**src/hdl/bfxu_pkg.sv**
```systemverilog
// Package: opcodes, condition codes and field constants of the bitfield unit
package bfxu_pkg;
    localparam int unsigned DATA_W     = 32;
    localparam int unsigned POS_W      = 5;
    localparam int unsigned WID_W      = 6;
    localparam int unsigned BYTE_W     = 8;
    localparam int unsigned HALF_W     = 16;
    localparam logic [1:0]  ROT_0      = 2'h0;
    localparam logic [1:0]  ROT_8      = 2'h1;
    localparam logic [1:0]  ROT_16     = 2'h2;
    localparam logic [1:0]  ROT_24     = 2'h3;
    localparam logic [4:0]  ROT_STEP   = 5'h08;

    typedef enum logic [2:0] {
        OP_FIELD_CLEAR  = 3'h0,
        OP_FIELD_INSERT = 3'h1,
        OP_SIGNED_FX    = 3'h2,
        OP_UNSIGNED_FX  = 3'h3,
        OP_BYTE_SIGN    = 3'h4,
        OP_HALF_SIGN    = 3'h5,
        OP_BYTE_ZERO    = 3'h6,
        OP_HALF_ZERO    = 3'h7
    } bfxu_op_e;

    typedef enum logic [3:0] {
        CC_EQ = 4'h0, CC_NE = 4'h1, CC_CS = 4'h2, CC_CC = 4'h3,
        CC_MI = 4'h4, CC_PL = 4'h5, CC_VS = 4'h6, CC_VC = 4'h7,
        CC_HI = 4'h8, CC_LS = 4'h9, CC_GE = 4'ha, CC_LT = 4'hb,
        CC_GT = 4'hc, CC_LE = 4'hd, CC_AL = 4'he, CC_NV = 4'hf
    } bfxu_cond_e;

    // Flag vector order: {n, z, c, v}
    localparam int unsigned FLAG_N = 3;
    localparam int unsigned FLAG_Z = 2;
    localparam int unsigned FLAG_C = 1;
    localparam int unsigned FLAG_V = 0;
endpackage

```
**src/hdl/bfxu_cond_eval.sv**
```systemverilog
// Condition code evaluation against the core's flags
`timescale 1ns/1ps
module bfxu_cond_eval (
    // Condition and flags
    input  wire logic [3:0] cond_i,
    input  wire logic [3:0] flags_i,
    // Verdict
    output logic            pass_o
);
    logic n, z, c, v;
    always_comb begin
        n = flags_i[bfxu_pkg::FLAG_N];
        z = flags_i[bfxu_pkg::FLAG_Z];
        c = flags_i[bfxu_pkg::FLAG_C];
        v = flags_i[bfxu_pkg::FLAG_V];
        unique case (bfxu_pkg::bfxu_cond_e'(cond_i))
            bfxu_pkg::CC_EQ: pass_o = z;
            bfxu_pkg::CC_NE: pass_o = !z;
            bfxu_pkg::CC_CS: pass_o = c;
            bfxu_pkg::CC_CC: pass_o = !c;
            bfxu_pkg::CC_MI: pass_o = n;
            bfxu_pkg::CC_PL: pass_o = !n;
            bfxu_pkg::CC_VS: pass_o = v;
            bfxu_pkg::CC_VC: pass_o = !v;
            bfxu_pkg::CC_HI: pass_o = c && !z;
            bfxu_pkg::CC_LS: pass_o = !c || z;
            bfxu_pkg::CC_GE: pass_o = (n == v);
            bfxu_pkg::CC_LT: pass_o = (n != v);
            bfxu_pkg::CC_GT: pass_o = !z && (n == v);
            bfxu_pkg::CC_LE: pass_o = z || (n != v);
            // Unconditional; the spare code is treated the same way
            default:         pass_o = 1'b1;
        endcase
    end
endmodule

```
**src/hdl/bfxu_top.sv**
```systemverilog
// Bitfield clear/insert/extract and byte/halfword extend datapath
//
// How it works
// [RULE1] Signed extract: selected field sign-extended to 32 bits, written back.
// [RULE2] Unsigned extract: selected field zero-extended to 32 bits, written back.
// [RULE3] Issuer keeps the field low-bit position within 0 to 31.
// [RULE4] Issuer keeps width between 1 and 32 minus the low-bit position.
// [RULE5] No operation of this unit changes the condition flags.
// [RULE6] Issuer never names stack pointer or program counter as operand.
// [RULE7] Optional condition code; operation takes effect only when it holds.
// [RULE8] Extend source rotated right by 0, 8, 16 or 24 bits first.
// [RULE9] Absent rotation operand means no rotation.
// [RULE10] Byte extend variants widen an 8-bit quantity to 32 bits.
// [RULE11] Halfword extend variants widen a 16-bit quantity to 32 bits.
// [RULE12] Byte sign extend: bits 7..0, bit 7 copied into bits 31..8.
// [RULE13] Byte zero extend: bits 7..0, bits 31..8 cleared.
// [RULE14] Halfword sign extend: bits 15..0, bit 15 fills upper half.
// [RULE15] Halfword zero extend: bits 15..0, upper half cleared.
// [RULE16] Clear zeroes width destination bits from low-bit position, rest kept.
// [RULE17] Insert puts source bits from bit 0 into the destination field.
// [RULE18] Result computed in one cycle, presented the cycle after issue.
`timescale 1ns/1ps
module bfxu_top (
    // Clock and reset
    input  wire logic        ref_clk_i,
    input  wire logic        rst_i,
    // Issue
    input  wire logic        issue_i,
    input  wire logic [2:0]  op_i,
    input  wire logic [3:0]  cond_i,
    input  wire logic [3:0]  flags_i,
    input  wire logic [3:0]  dest_idx_i,
    // Operands
    input  wire logic [31:0] source_register_i,
    input  wire logic [31:0] dest_old_i,
    input  wire logic [4:0]  lsb_i,
    input  wire logic [5:0]  width_i,
    input  wire logic [1:0]  rotate_right_amount_i,
    // Write-back
    output logic             wb_en_o,
    output logic [3:0]       wb_idx_o,
    output logic [31:0]      wb_data_o,
    output logic             done_o,
    output logic             skipped_o
);
    typedef struct packed {
        logic        wb_en;
        logic [3:0]  wb_idx;
        logic [31:0] wb_data;
        logic        done;
        logic        skipped;
    } bfxu_state_s;

    bfxu_state_s state_r;
    bfxu_state_s state_nxt;
    logic        cond_pass;

    bfxu_cond_eval u_cond (
        .cond_i  (cond_i),
        .flags_i (flags_i),
        .pass_o  (cond_pass)
    );

    logic [31:0] field_mask;
    logic [31:0] low_mask;
    logic [31:0] shifted;
    logic [31:0] fx_field;
    logic [31:0] sign_bits;
    logic [31:0] rotated;
    logic [4:0]  rot_bits;
    logic [5:0]  top_pos;
    logic [31:0] result;

    // Masks built per bit; width 32 must not overflow a shift
    genvar g;
    generate
        for (g = 0; g < 32; g++) begin : g_mask
            assign low_mask[g] = (6'(g) < width_i);
        end
    endgenerate

    always_comb begin
        field_mask = low_mask << lsb_i;
        shifted    = source_register_i >> lsb_i;
        fx_field   = shifted & low_mask;
        top_pos    = 6'(lsb_i) + width_i - 6'h01;
        // Sign of the field is its top bit in the source [RULE1]
        sign_bits  = source_register_i[top_pos[4:0]] ? ~low_mask : 32'h0;
        rot_bits   = 5'(rotate_right_amount_i) * bfxu_pkg::ROT_STEP; // [RULE8] [RULE9]
        rotated    = (source_register_i >> rot_bits) | (source_register_i << (6'h20 - 6'(rot_bits)));
        if (rot_bits == 5'h00) begin
            rotated = source_register_i; // [RULE9]
        end
        unique case (bfxu_pkg::bfxu_op_e'(op_i))
            bfxu_pkg::OP_FIELD_CLEAR:
                result = dest_old_i & ~field_mask; // [RULE16]
            bfxu_pkg::OP_FIELD_INSERT:
                result = (dest_old_i & ~field_mask)
                       | ((source_register_i << lsb_i) & field_mask); // [RULE17]
            bfxu_pkg::OP_SIGNED_FX:
                result = fx_field | sign_bits; // [RULE1]
            bfxu_pkg::OP_UNSIGNED_FX:
                result = fx_field; // [RULE2]
            bfxu_pkg::OP_BYTE_SIGN:
                result = {{24{rotated[7]}}, rotated[7:0]}; // [RULE10] [RULE12]
            bfxu_pkg::OP_HALF_SIGN:
                result = {{16{rotated[15]}}, rotated[15:0]}; // [RULE11] [RULE14]
            bfxu_pkg::OP_BYTE_ZERO:
                result = {24'h0, rotated[7:0]}; // [RULE10] [RULE13]
            bfxu_pkg::OP_HALF_ZERO:
                result = {16'h0, rotated[15:0]}; // [RULE11] [RULE15]
        endcase
    end

    always_comb begin
        state_nxt         = state_r;
        state_nxt.done    = issue_i; // [RULE18]
        state_nxt.skipped = issue_i && !cond_pass; // [RULE7]
        state_nxt.wb_en   = issue_i && cond_pass; // [RULE7]
        // Data and index held between issues so an idle bus stays quiet
        if (issue_i) begin
            state_nxt.wb_idx  = dest_idx_i;
            state_nxt.wb_data = cond_pass ? result : dest_old_i; // [RULE18]
        end
    end

    always_ff @(posedge ref_clk_i) begin
        if (rst_i) begin
            state_r <= '0;
        end else begin
            state_r <= state_nxt;
        end
    end

    // No flag output exists: the unit cannot disturb the flags [RULE5]
    assign wb_en_o   = state_r.wb_en;
    assign wb_idx_o  = state_r.wb_idx;
    assign wb_data_o = state_r.wb_data;
    assign done_o    = state_r.done;
    assign skipped_o = state_r.skipped;
endmodule

```
**config.mk**
```make
export PLATFORM = sky130hd
export DESIGN_NAME = bfxu_top
export DESIGN_NICKNAME = d
export VERILOG_FILES = /design/src/hdl/bfxu_pkg.sv /design/src/hdl/bfxu_cond_eval.sv /design/src/hdl/bfxu_top.sv
export SDC_FILE = /design/constraint.sdc
export NUM_CORES = 1
export LEC_CHECK = 0
export ABC_AREA = 1
export BUFFER_PORTS_ARGS = -buffer_cell sky130_fd_sc_hd__buf_4
export CORE_MARGIN = 4
export CORE_UTILIZATION = 31
export DETAILED_ROUTE_END_ITERATION = 10
export RECOVER_POWER = 25
export SETUP_SLACK_MARGIN = 0.3
export SYNTH_ARGS = -nofsm -noshare
export SYNTH_HDL_FRONTEND = slang
export SYNTH_SLANG_ARGS = --single-unit
export TNS_END_PERCENT = 100
```
**constraint.sdc**
```tcl
create_clock -name ref_clk_i -period 3.8 [get_ports ref_clk_i]
set_clock_uncertainty 0.15 [all_clocks]
set_input_delay 0.19 -clock ref_clk_i [delete_from_list [all_inputs] [get_ports ref_clk_i]]
set_output_delay 0.19 -clock ref_clk_i [all_outputs]
set_load 0.01 [all_outputs]
```
== Word-level counts from Yosys, hierarchy flattened ==
Cells that the tools add are included.
Word-level totals
  register bits after elaboration: 39
  word-level logic and storage cells: 97
  input port bits: 95
  output and inout port bits: 39
Cells by class
  $lt $le $gt $ge: 33
  shift operators: 5
  add/subtract/negate cells: 3
  mux-type cells: 7
  eq/ne operators: 22
  reductions and logical operators: 14
  bitwise operators: 8
Operators with widths (number)
  $pmux W32 S8: 1
  $and A32 B32 Y32: 3
  $lt A5 B6 Y1 const A: 16
  $mux W32: 2
  $not A32 Y32: 2
  $or A32 B32 Y32: 2
  $shl A32 B5 Y32: 2
  $lt A4 B6 Y1 const A: 8
  $shl A32 B6 Y16: 1
  $shr A32 B5 Y16: 1
  $shr A32 B5 Y32: 1
  $eq A4 B4 Y1 const B: 6
  $lt A3 B6 Y1 const A: 4
  $eq A4 B3 Y1 const B: 4
  $mux W16: 1
  $or A16 B16 Y16: 1
  $pmux W1 S14: 1
  $eq A3 B3 Y1 const B: 4
  $lt A1 B6 Y1 const A: 2
  $lt A2 B6 Y1 const A: 2
  $eq A4 B2 Y1 const B: 2
  $eq A3 B2 Y1 const B: 2
  $lt A5 B6 Y1 const B: 1
  $sub A6 B5 Y6 const A: 1
  14 further kinds: 22

== Longest topological paths before layout ==
  depth after elaboration: 8
  gate-level depth with buffers: 21
  gate-level depth less buffers: 18

== Modules after synthesis ==
A second synthesis with hierarchy kept.
Second synthesis, totals
  cells, all modules: 1987
  area, all modules: 9786.9 um^2
By module, submodules not included
  bfxu_top: area each 9581.7 um^2, instances 1, sequential area each 780.7 um^2, cells each 1937
  bfxu_cond_eval: area each 205.2 um^2, instances 1, sequential area each 0.0 um^2, cells each 50

== Worst setup path before layout ==
Ideal clock, no wire load.
  path kind: input to register
  from: in lsb_i[1]
  to: reg state_r (netlist bit wb_data_o[2])
  arrival time: 2847 ps
  setup time: 70 ps
  required time: 3580 ps
  setup slack: 732 ps
  path buffers: 3
  stages on the path: 19
  path through: buf_2 > inv_2 > clkbuf_1 > buf_2 > ha_1 > inv_1 > ha_1 > fa_1 > inv_1 > nand3_1 > nand3_1 > nand4_2 > nand2_1 > nand2_2 > nand3_1 > nand3_1 > nand2_1 > nand2_1 > a21oi_1
Between the ends
  longest elaborated chain between the ends: 8
  elaborated cells on any way between the ends: 16
  classes of those cells: add/sub: 2; shift: 3; mux: 5; bitwise: 6
Ends and longest elaborated chain
  start: declaration: line bfxu_top.sv:36  | input wire logic [4:0] lsb_i,
  $add A5 B5 Y5: line bfxu_top.sv:86  | top_pos = 6'(lsb_i) + width_i - 6'h01;
  $sub A5 B1 Y5: line bfxu_top.sv:86
  $bmux W1 S5: line bfxu_top.sv:88  | sign_bits = source_register_i[top_pos[4:0]] ? ~low_mask : 32'h0;
  $mux W1 (not written as such): line bfxu_top.sv:88
  $mux W32: line bfxu_top.sv:88
  $or A32 B32 Y32: line bfxu_top.sv:101  | result = fx_field | sign_bits;
  $pmux W32 S8 *: line bfxu_top.sv:94  | unique case (bfxu_pkg::bfxu_op_e'(op_i))
  $mux W32 *: line bfxu_top.sv:123  | state_nxt.wb_data = cond_pass ? result : dest_old_i;
  end signal: assignment: line bfxu_top.sv:131  | state_r <= state_nxt;
  end: declaration: line bfxu_top.sv:54  | bfxu_state_s state_r;
Every way passes the cells marked *; elsewhere a longest branch is shown, timed or not. The select of a mux whose other input is x is not followed.
A chain may end at the register's enable or synchronous reset.

== Final worst setup path ==
  from: in rotate_right_amount_i[0]
  to: reg state_r (netlist bit wb_data_o[31])
Between the ends
  longest elaborated chain between the ends: 6
  elaborated cells on any way between the ends: 8
  classes of those cells: add/sub: 1; shift: 2; mux: 3; bitwise: 1; reduce/logical: 1
Ends and longest elaborated chain
  start: declaration: line bfxu_top.sv:38  | input wire logic [1:0] rotate_right_amount_i,
  $sub A6 B5 Y6: line bfxu_top.sv:90  | rotated = (source_register_i >> rot_bits) | (source_register_i << (6'h20 - 6'(rot_bits)));
  $shl A32 B6 Y16: line bfxu_top.sv:90
  $or A16 B16 Y16: line bfxu_top.sv:90
  $mux W16 *: line bfxu_top.sv:91  | if (rot_bits == 5'h00) begin
  $pmux W32 S8 *: line bfxu_top.sv:94
  $mux W32 *: line bfxu_top.sv:123
Every way passes the cells marked *; elsewhere a longest branch is shown, timed or not.

==> qor.csv <==
stage,metric,value,unit
timing,minimum clock period,3130,ps
drt,1st-iter DRT viols,1688,
clocking,clk buf depth,2,
finish,"commonest non-fill, non-tap cells in the layout","635 x nand2_1, 403 x nand3_1, 177 x o21ai_0, 162 x a21oi_1, 159 x inv_1",
finish,multi-input logic area,7580,um2
grt,pin count of the biggest net entering global routing,97,
worst_setup_path,endpoint type of the worst setup path,register,
worst_setup_path,Crit Path Class,in -> reg,
place,Post-DP Area,10800,um2
finish,ratio of cells with drive above 1 in the final layout,9.37,%
yosys,synth unique cells,41,
yosys,Synth area leaders,"nand2_1 25%, nand3_1 21%, o21ai_0 9.3%",
finish,fin util,35.7,%
clocking,CTS Buf Count,5,
worst_setup_path,CP Data Arrival Time,3140,ps
worst_setup_path,crit path from,rotate_right_amount_i[0],
timing,Worst-Margin Slew,1280,ps
yosys,Yosys reg bits,39,
pwr,overall power,2.59,mW
drt,routed wire length,51800,um
finish,layout net count,2120,
yosys,Ys Warns,0,
yosys,syn nets,2071,
timing,worst hold slack,29.7,ps
worst_setup_path,crit-path max FO,16,
place,DP HPWL,40300,um
drt,post-route ant nets,0,
floorplanning,num ports,134,
grt,global-route wire length before repair,78600,um
yosys,post-synth top area share,25.0,%
finish,synthesis-to-finish area growth,14.0,%
finish,"most common cell after layout, fill and taps aside",nand2_1,
clocking,H-tree level count,2,
worst_setup_path,"Top cell by count, worst path",nand2_1,
pwr,Pleak,5.52,nW
yosys,"Avg Cell Area, Syn",4.86,um2
worst_setup_path,Crit path required time,3810,ps
finish,final instance area,10900,um2
run_status,run status,completed,
place,port bufs,133,
place,Place WS,478,ps
timing,Post-Route Setup TNS,0,ps
grt,vias in the first global route,13200,
flow_run,max cap viols,0,
place,placed insts,2401,
floorplanning,Die H,184,um
timing,slew margin rel.,14.5,%
worst_setup_path,cell depth of the worst flop-to-flop path,4,
clocking,"CTS clk-pin slew, worst paths",60,ps
timing,endpoints failing setup,0,
finish,Finished Layout Cells,2413,
grt,total track usage,29.8,%
yosys,number of synthesized flops with an enable pin,0,
timing,fmax,320,MHz
floorplanning,die area,33700,um2
yosys,Synth Instances,1967,
worst_setup_path,critical path cell sequence,buf_4 > inv_1 > nand2_1 > nand2_1 > o21ai_0 > o31ai_1 > nand2_1 > o21ai_1 > nand2_1 > nand2_2 > nor2_4 > inv_1 > a21oi_1 > nand2_1 > nand2_1 > a21oi_1,
drt,routed len/inst,21.5,um
clocking,Clock Sinks,39,
timing,"Hold Violations, Final",0,
floorplanning,width of the die,184,um
yosys,sequential-to-total area share from yosys stat,8.17,%
worst_setup_path,Worst R2R Setup Slack,2790,ps
floorplanning,Rows,64,
yosys,Post-synth ARST share,0,%
finish,Seq. cell area,781,um2
clocking,post-CTS setup repair buffer count,0,
drt,drt pass-1 iters,6,
pwr,PwrDens,238,nW/um2
drt,DR vias,14100,
floorplanning,core footprint,30500,um2
clocking,Worst-Skew Late Latency,290,ps
yosys,largest area contributor in the netlist,nand2_1,
floorplanning,Initial Utilization,31.3,%
timing,Tcrit/Tclk final,82.3,%
clocking,CTS tree,yes,
finish,FILL cells,3555,
worst_setup_path,largest stage delay on the critical path,460,ps
timing,final critical-path setup slack,673,ps
finish,ANT cells,0,
grt,initial antenna violation count,1,
min_path,worst min-delay path class,in -> reg,
worst_setup_path,Critical path destination,wb_data_o[31],
worst_setup_path,CP Launch Type,primary input,
drt,Post-route DRC,0,
timing,"Slew Viols, Final",0,
place,gpl congestion,1.04,
timing,RSZ-0062 raised after global routing,no,
clocking,CTS root buf,clkbuf_16,
pwr,worst vdd ir,0.000145,V
yosys,Synth Cell Area,9550,um2
drt,vias per cell,5.84,
worst_setup_path,reg2reg end,wb_data_o[11],
grt,total grt overflow,0,
worst_setup_path,reg2reg start,wb_data_o[11],
worst_setup_path,Slowest cell on crit path,nand2_1,
yosys,Most used DFF post-synth,dfxtp_1,
## Yosys cell counts (3+ instances only)
cell type    n
nand2_1    635
nand3_1    403
o21ai_0    177
a21oi_1    162
inv_1      159
nor2_1     109
clkbuf_1    67
dfxtp_1     39
buf_2       31
buf_1       30
o211ai_1    29
nand4_1     21
inv_2       12
a31oi_1     10
o21a_1       9
ha_1         8
mux2i_1      7
o221ai_1     7
nand3b_1     5
nor3_1       5
o21ai_1      5
buf_4        4
nor2_4       4
nor2_2       3
or2_2        3
xor2_1       3
## report_power, final
group	switching, mW	internal (mW)	leakage (nW)
Clock	0.186	0.243	0.0669
Sequential	0.0216	0.445	0.321
Combinational	1.17	0.520	5.13
Total	1.38	1.21	5.52
## logic make-up (layout without fill, tap and decap cells)
logic type	Yosys count	after routing	synth area share, %
xor+xnor	5	5	0.458
simple gates	1196	1196	53.9
flops	39	39	8.17
buf+inv	304	354	12.5
mux	7	7	0.733
compound gates	407	407	22.9
fa+ha+maj	9	9	1.26
## worst max-delay path: cells and delay by family
| family | cells | cell delay (ps) |
|---|---|---|
| compound gates | 5 | 760 |
| buf+inv | 3 | 710 |
| simple gates | 8 | 1470 |
## flip-flops by register name, indices dropped and copies added (netlist names)
name,flops
skipped_o,1
done_o,1
wb_data_o,32
wb_en_o,1
wb_idx_o,4
## how the worst min path moves through the flow
stage / slack (ps) / startpoint / cells past startpoint / end
3_3_place_gp: 270 / dest_idx_i[3] / 3 / wb_idx_o[3]
2_1_floorplan: 170 / dest_idx_i[0] / 2 / wb_idx_o[0]
5_1_grt: 60 / dest_old_i[4] / 3 / wb_data_o[4]
3_5_place_dp: 270 / dest_idx_i[2] / 3 / wb_idx_o[2]
6_report: 30 / dest_old_i[4] / 3 / wb_data_o[4]
4_1_cts: 30 / dest_old_i[4] / 3 / wb_data_o[4]
## area by class of cell
| type | instances | share of cell area, % |
|---|---|---|
| multi-input cells | 1624 | 69.6 |
| repair buffers | 174 | 11.5 |
| flip-flops and latches | 39 | 7.17 |
| inverters | 172 | 5.93 |
| well taps | 396 | 4.55 |
| clock buffers | 6 | 1.18 |
| clock inverters | 2 | 0.115 |
## per-layer routing
| layer | up-vias | part of all wire (%) | global-route usage [%] | routed length, um |
|---|---|---|---|---|
| met3 | 155 | 8.5 | 4.51 | 4390 |
| met4 | 2 | 5.6 | 13.7 | 2930 |
| li1 | 6682 | - | - | - |
| met1 | 6504 | 42 | 39.6 | 21700 |
| met5 | - | 0.017 | 0 | 9 |
| met2 | 757 | 44 | 47.6 | 22800 |
## what timing repair did
action | CTS | global route
endpoints found under the hold margin | 4 | 0
hold buffers | 4 | 0
resized for setup | 0 | 0
(Power assumes the default switching activity.)
